File: config.mk
export PLATFORM = sky130hd
export DESIGN_NAME = cwd_config_loader
export DESIGN_NICKNAME = d
export VERILOG_FILES = /design/src/cwd_pkg.sv /design/src/cwd_config_loader.sv /design/src/cwd_sync.sv
export SDC_FILE = /design/constraint.sdc
export NUM_CORES = 1
export LEC_CHECK = 0
export ABC_AREA = 0
export BUFFER_PORTS_ARGS = -buffer_cell sky130_fd_sc_hd__buf_2
export CAP_MARGIN = 20
export CORE_MARGIN = 2
export CORE_UTILIZATION = 50
export DETAILED_ROUTE_END_ITERATION = 8
export HOLD_SLACK_MARGIN = 0.05
export PLACE_DENSITY = 0.79
export SYNTH_ARGS = -nofsm -noshare
export SYNTH_HDL_FRONTEND = slang
export SYNTH_SLANG_ARGS = --single-unit
export TNS_END_PERCENT = 10
File: constraint.sdc
create_clock -name I_MCLK -period 2.4 [get_ports I_MCLK]
set_input_delay 0.12 -clock I_MCLK [delete_from_list [all_inputs] [get_ports I_MCLK]]
set_output_delay 0.12 -clock I_MCLK [all_outputs]
set_load 0.01 [all_outputs]
File: src/cwd_pkg.sv
package cwd_pkg;

  // configuration word geometry
  localparam int CW_W = 14;
  localparam logic [13:0] CW_BLANK = 14'h3fff;
  localparam logic [13:0] CW1_UNIMP = 14'h0100;
  localparam logic [13:0] CW2_UNIMP = 14'h01ec;

  // word one field positions
  localparam int CW1_FCM_BIT = 13;
  localparam int CW1_SWO_BIT = 12;
  localparam int CW1_CLKO_BIT = 11;
  localparam int CW1_BOR_LSB = 9;
  localparam int CW1_CP_BIT = 7;
  localparam int CW1_RSTPIN_BIT = 6;
  localparam int CW1_PUT_BIT = 5;
  localparam int CW1_WDT_LSB = 3;
  localparam int CW1_OSC_LSB = 0;

  // word two field positions
  localparam int CW2_LVP_BIT = 13;
  localparam int CW2_DBG_BIT = 12;
  localparam int CW2_LOW_POWER_BROWNOUT_EN_N_BIT = 11;
  localparam int CW2_BROWNOUT_LEVEL_SELECT_BIT = 10;
  localparam int CW2_STK_BIT = 9;
  localparam int CW2_REG_CAP_PIN_BIT = 4;
  localparam int CW2_WRT_LSB = 0;

  // self-write protection limits, largest memory
  localparam logic [13:0] WP_TOP_BOOT = 14'h01ff;
  localparam logic [13:0] WP_TOP_HALF = 14'h1fff;
  localparam logic [13:0] WP_TOP_ALL = 14'h3fff;

  // serial address map
  localparam logic [15:0] ADDR_CFG_BASE = 16'h8000;
  localparam logic [15:0] ADDR_CW1 = 16'h8007;
  localparam logic [15:0] ADDR_CW2 = 16'h8008;

  // serial framing
  localparam logic [4:0] CMD_BITS = 5'h06;
  localparam logic [4:0] FRAME_BITS = 5'h10;
  localparam logic [4:0] CMD_LOAD_CFG = 5'h00;
  localparam logic [4:0] CMD_LOAD_DATA = 5'h02;
  localparam logic [4:0] CMD_READ = 5'h04;
  localparam logic [4:0] CMD_INC_ADDR = 5'h06;
  localparam logic [4:0] CMD_RST_ADDR = 5'h16;
  localparam logic [4:0] CMD_PROG_INT = 5'h08;
  localparam logic [4:0] CMD_BULK_ERASE = 5'h09;

  // synchroniser width: clock, data, hv detect, lv key
  localparam int SYNC_W = 4;

  typedef enum logic [1:0] {
    EN_OFF = 2'b00,
    EN_SW = 2'b01,
    EN_RUN = 2'b10,
    EN_ON = 2'b11
  } cwd_en_mode_t;

  typedef enum logic [2:0] {
    OSC_XT_LP = 3'b000,
    OSC_XT_STD = 3'b001,
    OSC_XT_HS = 3'b010,
    OSC_RC = 3'b011,
    OSC_INT = 3'b100,
    OSC_EXT_LO = 3'b101,
    OSC_EXT_MID = 3'b110,
    OSC_EXT_HI = 3'b111
  } cwd_osc_t;

  typedef enum logic [1:0] {
    ST_CMD = 2'b00,
    ST_LOAD = 2'b01,
    ST_READ = 2'b10
  } cwd_link_st_t;

  // decoded settings handed to the rest of the chip
  typedef struct packed {
    logic failsafe_clk_monitor_en;
    logic osc_switchover_en;
    logic clk_output_drive;
    cwd_en_mode_t brownout_mode;
    logic code_protect_on;
    logic ext_reset_en;
    logic powerup_timer_on;
    cwd_en_mode_t watchdog_mode;
    cwd_osc_t osc_mode;
    logic low_volt_prog_en;
    logic debugger_on;
    logic low_power_brownout_on;
    logic brownout_level_low;
    logic stack_fault_reset_en;
    logic reg_cap_on;
    logic write_protect_any;
    logic [13:0] write_protect_top;
  } cwd_cfg_t;

  typedef struct packed {
    logic [13:0] word1;
    logic [13:0] word2;
    logic [13:0] latch;
    logic [15:0] addr;
    logic [15:0] sr;
    cwd_link_st_t st;
    logic [4:0] cnt;
    logic clk_prev;
    logic lv_entry;
    logic loaded;
    cwd_cfg_t cfg;
    logic prog;
    logic core_rst;
    logic io_hiz;
    logic dat_o;
    logic dat_oe;
    logic erase;
  } cwd_state_t;

  localparam cwd_state_t CWD_STATE_RST = '{
    word1: CW_BLANK, word2: CW_BLANK, latch: CW_BLANK, addr: 16'h0000,
    sr: 16'h0000, st: ST_CMD, cnt: 5'h00, clk_prev: 1'b0,
    lv_entry: 1'b0, loaded: 1'b0, cfg: '0, prog: 1'b0,
    core_rst: 1'b1, io_hiz: 1'b1, dat_o: 1'b0, dat_oe: 1'b0,
    erase: 1'b0};

endpackage

File: src/cwd_config_loader.sv
`timescale 1ns/1ns
// Functional notes
// - word one bit 13 set enables the fail-safe clock monitor.
// - word one bit 12 set enables oscillator switchover.
// - word one bit 11 low drives instruction clock on clock-output pin.
// - brown-out field 11 on, 10 run only, 01 software, 00 off.
// - unimplemented configuration bits always read back as one.
// - word one bit 7 low turns program memory protection on.
// - turning code protection off erases the whole program memory.
// - reset-pin bit ignored under low-voltage entry; else one means reset.
// - power-up timer enabled by low bit five, independent of brown-out.
// - watchdog field 11 on, 10 run only, 01 software, 00 off.
// - oscillator field selects external clock, internal, RC or crystal.
// - word two bit 13 set allows low-voltage programming entry.
// - low-voltage entered session cannot clear the low-voltage enable bit.
// - word two bit 12 low dedicates serial pins to the debugger.
// - bit 11 low enables low-power brown-out; bit 10 one is low trip.
// - word two bit 9 set makes stack faults reset the device.
// - word two bit 4 low enables the regulator capacitor pin.
// - self-write field selects protected range: none, 1FFh, 1FFFh, all.
// - commands and data travel least significant bit first.
// - sender changes data on clock rise, receiver samples on fall.
// - entering program mode resets core, floats I/O, clears address.
// - configuration bits read as one when blank or bulk erased.
// - load-configuration command sets address 8000h and latches a word.
module cwd_config_loader
  import cwd_pkg::*;
(
  // clock and reset
  input wire logic I_MCLK,
  input wire logic I_NRST,
  // serial programming pins
  input wire logic I_SERIAL_PROG_CLOCK,
  input wire logic I_SERIAL_PROG_DATA,
  output logic O_SERIAL_PROG_DATA,
  output logic O_SERIAL_PROG_DATA_OE,
  // program mode entry detectors
  input wire logic I_HV_ENTRY,
  input wire logic I_LV_KEY_OK,
  // decoded settings
  output cwd_cfg_t O_CFG,
  // program mode effects
  output logic O_PROG_MODE,
  output logic O_CORE_RESET,
  output logic O_IO_HIZ,
  output logic O_PROG_MEM_ERASE,
  output logic [15:0] O_ADDR
);

  cwd_state_t s_q;
  cwd_state_t s_d;
  logic [SYNC_W-1:0] pins_sync;
  logic sclk;
  logic sdat;
  logic hv;
  logic lvkey;

  // pins come from the programmer's domain, so resynchronise them all
  cwd_sync u_sync (
    .i_clk(I_MCLK),
    .i_nrst(I_NRST),
    .i_async({I_LV_KEY_OK, I_HV_ENTRY, I_SERIAL_PROG_DATA,
              I_SERIAL_PROG_CLOCK}),
    .o_sync(pins_sync)
  );

  assign sclk = pins_sync[0];
  assign sdat = pins_sync[1];
  assign hv = pins_sync[2];
  assign lvkey = pins_sync[3];

  // protected range table, scaled for the largest memory
  function automatic logic [13:0] wp_top(input logic [1:0] f);
    logic [13:0] t;
    t = WP_TOP_ALL;
    unique case (f)
      2'b11: t = 14'h0000;
      2'b10: t = WP_TOP_BOOT;
      2'b01: t = WP_TOP_HALF;
      2'b00: t = WP_TOP_ALL;
    endcase
    return t;
  endfunction

  // pure field decode; every code is legal so nothing is qualified
  function automatic cwd_cfg_t decode(input logic [13:0] w1,
                                      input logic [13:0] w2);
    cwd_cfg_t c;
    c.failsafe_clk_monitor_en = w1[CW1_FCM_BIT];
    c.osc_switchover_en = w1[CW1_SWO_BIT];
    c.clk_output_drive = !w1[CW1_CLKO_BIT];
    c.brownout_mode = cwd_en_mode_t'(w1[CW1_BOR_LSB +: 2]);
    c.code_protect_on = !w1[CW1_CP_BIT];
    // low-voltage entry keeps the pin as reset whatever bit six says
    c.ext_reset_en = w2[CW2_LVP_BIT] | w1[CW1_RSTPIN_BIT];
    // brown-out mode deliberately plays no part here
    c.powerup_timer_on = !w1[CW1_PUT_BIT];
    c.watchdog_mode = cwd_en_mode_t'(w1[CW1_WDT_LSB +: 2]);
    c.osc_mode = cwd_osc_t'(w1[CW1_OSC_LSB +: 3]);
    c.low_volt_prog_en = w2[CW2_LVP_BIT];
    c.debugger_on = !w2[CW2_DBG_BIT];
    c.low_power_brownout_on = !w2[CW2_LOW_POWER_BROWNOUT_EN_N_BIT];
    c.brownout_level_low = w2[CW2_BROWNOUT_LEVEL_SELECT_BIT];
    c.stack_fault_reset_en = w2[CW2_STK_BIT];
    c.reg_cap_on = !w2[CW2_REG_CAP_PIN_BIT];
    c.write_protect_any = (w2[CW2_WRT_LSB +: 2] != 2'b11);
    c.write_protect_top = wp_top(w2[CW2_WRT_LSB +: 2]);
    return c;
  endfunction

  // word returned by a read at the current address
  function automatic logic [13:0] read_word(input cwd_state_t s);
    logic [13:0] w;
    w = CW_BLANK;
    if (s.addr == ADDR_CW1)
      w = s.word1 | CW1_UNIMP;
    else if (s.addr == ADDR_CW2)
      w = s.word2 | CW2_UNIMP;
    else if (s.addr < ADDR_CFG_BASE && !s.word1[CW1_CP_BIT])
      w = 14'h0000;
    return w;
  endfunction

  // next-state logic for link, storage and decode capture
  always_comb
  begin
    logic rise;
    logic fall;
    logic pm;
    logic [15:0] shifted;
    logic [4:0] cmd;
    logic [13:0] nw;
    rise = 1'b0;
    fall = 1'b0;
    pm = 1'b0;
    shifted = 16'h0000;
    cmd = 5'h00;
    nw = 14'h0000;
    s_d = s_q;
    s_d.erase = 1'b0;
    rise = sclk & !s_q.clk_prev;
    fall = !sclk & s_q.clk_prev;
    s_d.clk_prev = sclk;
    shifted = {sdat, s_q.sr[15:1]};
    // low-voltage key only counts while word two allows it
    pm = hv | (lvkey & s_q.word2[CW2_LVP_BIT]);
    s_d.prog = pm;
    // core reset and I/O float follow program mode directly
    s_d.core_rst = pm;
    s_d.io_hiz = pm;
    if (pm && !s_q.prog)
    begin
      // fresh session: clear the address and the link
      s_d.addr = 16'h0000;
      s_d.st = ST_CMD;
      s_d.cnt = 5'h00;
      s_d.dat_oe = 1'b0;
      s_d.dat_o = 1'b0;
      s_d.lv_entry = !hv;
    end
    else if (!pm)
    begin
      s_d.st = ST_CMD;
      s_d.cnt = 5'h00;
      s_d.dat_oe = 1'b0;
      s_d.dat_o = 1'b0;
    end
    else if (fall)
    begin
      // every receive sample and state change happens on a clock fall
      unique case (s_q.st)
        ST_CMD:
        begin
          s_d.sr = shifted;
          s_d.cnt = s_q.cnt + 5'h01;
          if (s_q.cnt == CMD_BITS - 5'h01)
          begin
            s_d.cnt = 5'h00;
            // top command bit is a don't-care
            cmd = s_q.sr[15:11];
            if (cmd == CMD_LOAD_CFG)
            begin
              s_d.addr = ADDR_CFG_BASE;
              s_d.st = ST_LOAD;
            end
            else if (cmd == CMD_LOAD_DATA)
              s_d.st = ST_LOAD;
            else if (cmd == CMD_READ)
            begin
              s_d.st = ST_READ;
              s_d.sr = {2'b00, read_word(s_q)};
            end
            else if (cmd == CMD_INC_ADDR)
              s_d.addr = s_q.addr + 16'h0001;
            else if (cmd == CMD_RST_ADDR)
              s_d.addr = 16'h0000;
            else if (cmd == CMD_PROG_INT && s_q.addr == ADDR_CW1)
            begin
              nw = s_q.latch | CW1_UNIMP;
              // protection going from on to off wipes program memory
              s_d.erase = !s_q.word1[CW1_CP_BIT] & nw[CW1_CP_BIT];
              s_d.word1 = nw;
            end
            else if (cmd == CMD_PROG_INT && s_q.addr == ADDR_CW2)
            begin
              nw = s_q.latch | CW2_UNIMP;
              // a session opened by key cannot lock itself out
              if (s_q.lv_entry)
                nw[CW2_LVP_BIT] = 1'b1;
              s_d.word2 = nw;
            end
            else if (cmd == CMD_BULK_ERASE)
            begin
              s_d.word1 = CW_BLANK;
              s_d.word2 = CW_BLANK;
              s_d.erase = 1'b1;
            end
          end
        end
        ST_LOAD:
        begin
          s_d.sr = shifted;
          s_d.cnt = s_q.cnt + 5'h01;
          if (s_q.cnt == FRAME_BITS - 5'h01)
          begin
            // start bit ends in sr[0]; drop it and the stop bit
            s_d.latch = shifted[14:1];
            s_d.st = ST_CMD;
            s_d.cnt = 5'h00;
          end
        end
        ST_READ:
        begin
          s_d.cnt = s_q.cnt + 5'h01;
          if (s_q.cnt == 5'h00)
            s_d.dat_oe = 1'b1;
          if (s_q.cnt == FRAME_BITS - 5'h01)
          begin
            s_d.dat_oe = 1'b0;
            s_d.st = ST_CMD;
            s_d.cnt = 5'h00;
          end
        end
        default:
        begin
          s_d.st = ST_CMD;
          s_d.cnt = 5'h00;
        end
      endcase
    end
    else if (rise && s_q.st == ST_READ)
    begin
      // data bits leave on rises two to fifteen, stop bit after them
      if (s_q.cnt >= 5'h01 && s_q.cnt <= FRAME_BITS - 5'h02)
      begin
        s_d.dat_o = s_q.sr[0];
        s_d.sr = {1'b0, s_q.sr[15:1]};
      end
      else
        s_d.dat_o = 1'b0;
    end
    // settings only move while the core is held in reset
    if (!s_q.loaded || s_q.core_rst)
    begin
      s_d.cfg = decode(s_q.word1 | CW1_UNIMP, s_q.word2 | CW2_UNIMP);
      s_d.loaded = 1'b1;
    end
  end

  // words reset to blank: no real nonvolatile storage behind them
  always_ff @(posedge I_MCLK)
  begin
    if (!I_NRST)
      s_q <= CWD_STATE_RST;
    else
      s_q <= s_d;
  end

  // every output straight from the state register
  assign O_SERIAL_PROG_DATA = s_q.dat_o;
  assign O_SERIAL_PROG_DATA_OE = s_q.dat_oe;
  assign O_CFG = s_q.cfg;
  assign O_PROG_MODE = s_q.prog;
  assign O_CORE_RESET = s_q.core_rst;
  assign O_IO_HIZ = s_q.io_hiz;
  assign O_PROG_MEM_ERASE = s_q.erase;
  assign O_ADDR = s_q.addr;

endmodule

File: src/cwd_sync.sv
`timescale 1ns/1ns
module cwd_sync
  import cwd_pkg::*;
(
  // clock and reset
  input wire logic i_clk,
  input wire logic i_nrst,
  // asynchronous levels in, synchronous levels out
  input wire logic [SYNC_W-1:0] i_async,
  output logic [SYNC_W-1:0] o_sync
);

  typedef struct packed {
    logic [SYNC_W-1:0] meta;
    logic [SYNC_W-1:0] stable;
  } cwd_sync_st_t;

  cwd_sync_st_t s_q;
  cwd_sync_st_t s_d;

  // first stage feeds only the second stage
  always_comb
  begin
    s_d.meta = i_async;
    s_d.stable = s_q.meta;
  end

  always_ff @(posedge i_clk)
  begin
    if (!i_nrst)
      s_q <= '0;
    else
      s_q <= s_d;
  end

  assign o_sync = s_q.stable;

endmodule

==> reports/metrics.csv, run 1 <==
stage;metric;value;unit
global_routing;grt_pass1_wl;18.8;mm
floorplanning;fp.coreArea;0.00982;mm2
timing;hold_violations;0;
floorplanning;die_y;105;um
setup_path;endpoint_kind;flip-flop;
place;hpwl;8.12;mm
clock_network;cts_tree;built;
setup_path;path_max_fanout;13;
yosys;synth_nets;616;
timing;fmaxAchievable;404;MHz
yosys;synth_edf_count;0;
power;power_leakage;2.36;nW
finish;nNetsFinal;652;
hold_path;hp-start;u_sync.s_d[0];
drt;viasPerCell;5.48;
clock_network;clock-sinks;112;
yosys;synth_top_flop_cell;dfxtp_1;
flow_run;cap_violations;0;
yosys;syn_inst;598;
yosys;yosys_warnings;0;
hold_path;hold_path.class;reg -> reg;
clock_network;clkTransAtPathRegs;0.10;ns
place;place_congestion;0.917;
yosys;ys_ff_latch;112;
drt;wl;11.4;mm
drt;postRouteAntennaNets;0;
floorplanning;design.die.area;0.0110;mm2
global_routing;overflow;0;
timing;final-setup-viol-count;13;
setup_path;crit_path_start;s_q[63];
place;io_buffers;61;
status;outcome;finished, violations left;
global_routing;gr-usage-met2;32.8;%
timing;setup_tns;-0.435;ns
finish;mostFrequentLayoutCell;dfxtp_1;
yosys;syn_area_per_cell;8.48;um2
place;dp.cells;751;
global_routing;grt_start_max_net_pins;31;
finish;fin_area;0.00566;mm2
timing;fin_skew;0.0131;ns
yosys;synthesis.area;0.00507;mm2
global_routing;met1_usage;28.3;%
drt;drc;0;
drt;wl_per_cell;14.8;um
clock_network;htreeDepth;3;
power;power_density;576;mW/mm2
power;worst_ir_drop_vdd;0.246;mV
clock_network;insertion_delay;0.37;ns
global_routing;antenna_found_initial;0;
global_routing;globalRouteMet3Util;3.12;%
setup_path;path_class;reg -> reg;
timing;max_slew_margin;60.0;%
floorplanning;rows;36;
yosys;synth.distinct_cells;56;
status;violations;negative setup slack;
timing;finalMaxSlewViolations;0;
drt;drtPass1Iterations;5;
setup_path;cp_data_arrival_time;2.74;ns
timing;period_needed;2.48;ns
setup_path;reg2reg_from;s_q[63];
finish;final_util;57.6;%
timing;finalWorstSetupSlack;-0.0770;ns
yosys;synthArstFlopShare;0;%
finish;diodes;0;
setup_path;startpoint_type;flip-flop;
yosys;synth-seq-area-share;44.2;%
floorplanning;ios;62;
drt;vias;4232;
global_routing;grt_pass1_vias;3889;
global_routing;grt.busiest_layer;met2;
clock_network;cts_buffers;9;
finish;final_cell_count_no_fill;772;
finish;layout-drive-gt1-share;23.2;%
clock_network;cts_setup_buffers;0;
finish;final_cell_mix;109 x dfxtp_1, 83 x nand2_1, 61 x buf_2;
floorplanning;chipWidth;105;um
place;dp_slack;-0.0633;ns
timing;worst_pin_slew;0.598;ns
power;total_power;3.26;mW
timing;rsz0062_at_grt;yes;
drt;drt_iter0_drc;268;
finish;syn2layout_area_growth;11.5;%
place;placed_area;0.00536;mm2
setup_path;worst_ep_required_time;2.66;ns
floorplanning;start_util;51.6;%
timing;holdWs;0.446;ns
timing;period_share;103;%
global_routing;groute.usage.overall;20.7;%
clock_network;cts-root-buf;clkbuf_8;
clock_network;cts_buffer_depth;2;
[final timing paths]
check / end / slack, ns / cells past startpoint
setup / recovery: s_q[123] / -0.08 / 5
hold / removal: u_sync.o_sync[0] / 0.45 / 1
setup reg to reg: s_q[123] / -0.08 / 5
hold reg to reg: u_sync.o_sync[0] / 0.45 / 1
[cell type report]
type	count	area, um2
clock buffer	11	151
inverter	16	60.1
fill	903	4160
clock inverter	5	61.3
tap	133	166
sequential	112	2250
multi-input combinational	388	2290
timing repair buffer	107	676
[sequential cells by signal (all words and copies together) (netlist names), 4 cells and up]
name and count:
O_ADDR 16, O_CFG 23, s_q 60, u_sync.o_sync 4
u_sync.s_d 4
[cell families (layout without fill, tap and decap cells)]
| group | Yosys count | in the layout | synth area share, % |
|---|---|---|---|
| flops | 112 | 112 | 44.2 |
| buf+inv | 98 | 139 | 11.3 |
| simple gates | 241 | 241 | 23.0 |
| xor+xnor | 14 | 14 | 2.42 |
| fa+ha+maj | 12 | 12 | 2.96 |
| mux | 3 | 3 | 0.617 |
| compound gates | 118 | 118 | 15.5 |
[Yosys cell counts, types with 2 or more instances]
cell,count,area share (%)
nor2b_1,5,0.62
nand2_1,83,6.1
nor4_1,10,1.2
a221oi_1,5,0.86
dfxtp_1,112,44
a31oi_1,7,0.86
o22ai_1,6,0.74
and3b_1,2,0.35
o211ai_1,9,1.3
nand4_1,8,0.99
o22a_2,3,0.59
and2_1,9,1.1
a22o_1,2,0.35
a211oi_1,10,1.5
or3_1,2,0.25
o211a_1,2,0.39
clkbuf_1,26,1.9
nand3_1,26,2.6
nor3_1,13,1.3
nor4b_1,3,0.52
or2_2,9,1.1
nand2b_1,2,0.25
inv_1,15,1.1
o22a_1,18,3.1
ha_1,12,3.0
mux2i_1,2,0.39
xnor2_1,10,1.7
clkbuf_2,2,0.20
xor2_1,4,0.69
or4_1,2,0.30
a21oi_1,30,3.0
buf_4,51,7.6
nor2_1,54,4.0
o21ai_0,21,2.1
nand3b_1,2,0.30
[critical path: stages, from the launching register on]
cell	delay, ns
dfxtp_2	0.34
or3_4	0.38
or4_4	0.49
or3_4	0.38
or4_4	0.54
o22a_2	0.25
[timing repair]
action,4_1_cts,5_1_grt
hold buffers,5,0
setup endpoints to repair,20,28
gates resized for setup,2,9
hold endpoints to repair,5,0
pin swaps,9,6
[where the power goes]
part | total (mW) | switching [mW] | internal [mW]
Combinational | 0.161 | 0.0976 | 0.0633
Clock | 1.19 | 0.642 | 0.548
Sequential | 1.91 | 0.0170 | 1.89
[layer usage]
layer	share of wire [%]	wire, um	vias up
met2	45	5160	165
met5	0	0	-
li1	-	-	2091
met3	6.8	780	25
met1	46	5260	1951
met4	1.9	221	0
(Power assumes the default switching activity.)
==> run 2, diff against run 1 <==
ABC_CLOCK_PERIOD_IN_PS = 2400   (was not set)
MAX_ROUTING_LAYER = met4   (was not set)
==> run 2 against run 1 <==
The run still ends with negative setup slack left. Sequential share of layout area hardly changed. First-iteration DRC count is 11% lower. Clock power is 9% lower. Cell count is 0.26% higher. Routed wire length is 1.7% higher. Power is 3.5% lower.
==> reports/metrics.csv, run 2 (same netlist as run 1, synthesis figures left out) <==
stage;metric;value;unit;change
floorplanning;fp.coreArea;0.00982;mm2;unchanged
global_routing;gr-usage-met2;34.9;%;+2.1 points
setup_path;path_class;reg -> reg;;
finish;final_cell_mix;110 x dfxtp_1, 83 x nand2_1, 61 x buf_2;;
setup_path;worst_ep_required_time;2.68;ns;+0.02 ns
setup_path;critPathSlowestCell;or4_4;;
drt;drtPass1Iterations;5;;unchanged
global_routing;met1_usage;28.5;%;+0.14 points
place;hpwl;8.34;mm;+2.6%
place;place_congestion;0.930;;+1.4%
power;power_leakage;2.36;nW;-0.10%
finish;final_util;57.6;%;about the same
clock_network;cts_tree;built;;
drt;postRouteAntennaNets;0;;unchanged
drt;drt_iter0_drc;239;;-11%
setup_path;cpPeakStageDelay;0.54;ns;about the same
place;dp_slack;-0.0880;ns;-0.0247 ns
timing;holdWs;0.423;ns;-0.0229 ns
power;worst_ir_drop_vdd;0.357;mV;+45%
power;power_density;556;mW/mm2;-3.4%
power;switching_power;0.787;mW;+4.0%
timing;hold_violations;0;;unchanged
finish;top_register;s_q;;
place;io_buffers;61;;unchanged
floorplanning;start_util;51.6;%;unchanged
global_routing;globalRouteMet3Util;4.05;%;+0.94 points
timing;period_share;101;%;-1.8 points
drt;wl_per_cell;15.0;um;+1.4%
clock_network;cts_buffers;9;;unchanged
timing;worst_pin_slew;0.605;ns;+0.00698 ns
finish;fin_area;0.00565;mm2;about the same
timing;finalMaxSlewViolations;0;;unchanged
floorplanning;chipWidth;105;um;unchanged
floorplanning;rows;36;;unchanged
hold_path;min_path_cells;1;;unchanged
clock_network;insertion_delay;0.38;ns;about the same
timing;fmaxAchievable;411;MHz;+1.7%
finish;layout-drive-gt1-share;22.9;%;-0.23 points
power;total_power;3.15;mW;-3.5%
timing;finalWorstSetupSlack;-0.0347;ns;+0.0423 ns
setup_path;path_max_fanout;13;;unchanged
power;internal_power;2.36;mW;-5.8%
setup_path;worst-r2r-cell-count;5;;unchanged
timing;max_slew_margin;59.5;%;-0.47 points
timing;rsz0062_at_grt;yes;;
setup_path;crit_chain;or3_4 -> or4_4 -> or3_4 -> or4_4 -> o22a_2;;
place;placed_area;0.00536;mm2;+0.14%
global_routing;grt.busiest_layer;met2;;
finish;mostFrequentLayoutCell;dfxtp_1;;
drt;wl;11.6;mm;+1.7%
finish;nNetsFinal;654;;+0.31%
global_routing;grt_pass1_wl;19.1;mm;+1.5%
timing;final-setup-viol-count;9;;-4
setup_path;cp_data_arrival_time;2.71;ns;-0.03 ns
clock_network;htreeDepth;3;;unchanged
timing;period_needed;2.43;ns;-0.0423 ns
hold_path;hold_path.class;reg -> reg;;
power;clkPwrFrac;34.2;%;-2.3 points
global_routing;groute.usage.overall;21.7;%;+1.0 points
drt;vias;4325;;+2.2%
setup_path;startpoint_type;flip-flop;;
finish;diodes;0;;unchanged
floorplanning;ios;62;;unchanged
power;swShare;25.0;%;+1.8 points
setup_path;endpoint_kind;flip-flop;;
floorplanning;die_y;105;um;unchanged
finish;syn2layout_area_growth;11.4;%;about the same
clock_network;cts_buffer_depth;2;;unchanged
global_routing;antenna_found_initial;0;;unchanged
global_routing;overflow;0;;unchanged
floorplanning;design.die.area;0.0110;mm2;unchanged
power;sequentialPowerShare;60.7;%;+2.2 points
global_routing;grt_start_max_net_pins;30;;-3.2%
status;violations;negative setup slack;;
timing;fin_skew;0.0199;ns;+0.00685 ns
clock_network;clock-sinks;112;;unchanged
global_routing;grt_pass1_vias;3917;;+0.72%
finish;largest_reg_flops;60;;unchanged
clock_network;clkTransAtPathRegs;0.12;ns;+0.02 ns
drt;viasPerCell;5.59;;+1.9%
status;outcome;finished, violations left;;
drt;drc;0;;unchanged
power;comb_power_share;5.1;%;+0.2 points
clock_network;cts-root-buf;clkbuf_8;;
flow_run;cap_violations;0;;unchanged
## run 2: cell types whose count changed in the layout (fill, tap and decap cells not counted), sizes merged
cell and delta:
bufinv -1, clkinv +2, clkbuf -1, buf +2
## run 2: stage by stage
step / setup TNS, ns / cells
after floorplan: -0.169 / 598
after global placement: -0.0610 / 752
after detailed placement: -0.746 / 752
after CTS: -0.393 / 773
after global routing: -0.605 / 774
final: -0.140 / 774
## run 2: worst paths after layout
check,startpoint,to,slack (ns)
min reg2reg,u_sync.s_d[1],u_sync.o_sync[1],0.42
max,s_q[62],s_q[123],-0.03
min,u_sync.s_d[1],u_sync.o_sync[1],0.42
max reg2reg,s_q[62],s_q[123],-0.03
## run 2: critical path, delay by kind of cell (launching register included)
| family | cells | cell delay [ns] |
|---|---|---|
| compound gates | 1 | 0.23 |
| flops | 1 | 0.33 |
| simple gates | 4 | 1.78 |
## run 2: power by group through the flow
stage,Combinational (mW),Clock [mW],Sequential (mW)
after global routing,0.178,1.17,1.91
after detailed placement,0.154,0,1.95
final,0.161,1.08,1.91
after global placement,0.151,0,1.95
after floorplan,0.131,0,1.95
after CTS,0.161,1.09,1.91
## run 2: final cells by class
class,instances,area [um2]
inverter,16,60.1
clock buffer,10,128
tap,133,166
sequential,112,2240
multi-input combinational,388,2300
fill,932,4170
clock inverter,6,61.3
timing repair buffer,109,691
## run 2: layer usage
metal	routed length (um)	vias up
li1	-	2099
met1	5230	2032
met2	5510	178
met3	770	16
met4	113	0
met5	0	-
## run 2: repair_timing
| item | in CTS | in global routing |
|---|---|---|
| hold buffers | 5 | 0 |
| endpoints found under the hold margin | 6 | 0 |
| pin swaps | 7 | 3 |
| endpoints found under the setup margin | 20 | 26 |
| buffers inserted | 0 | 1 |
| gates resized for setup | 2 | 9 |
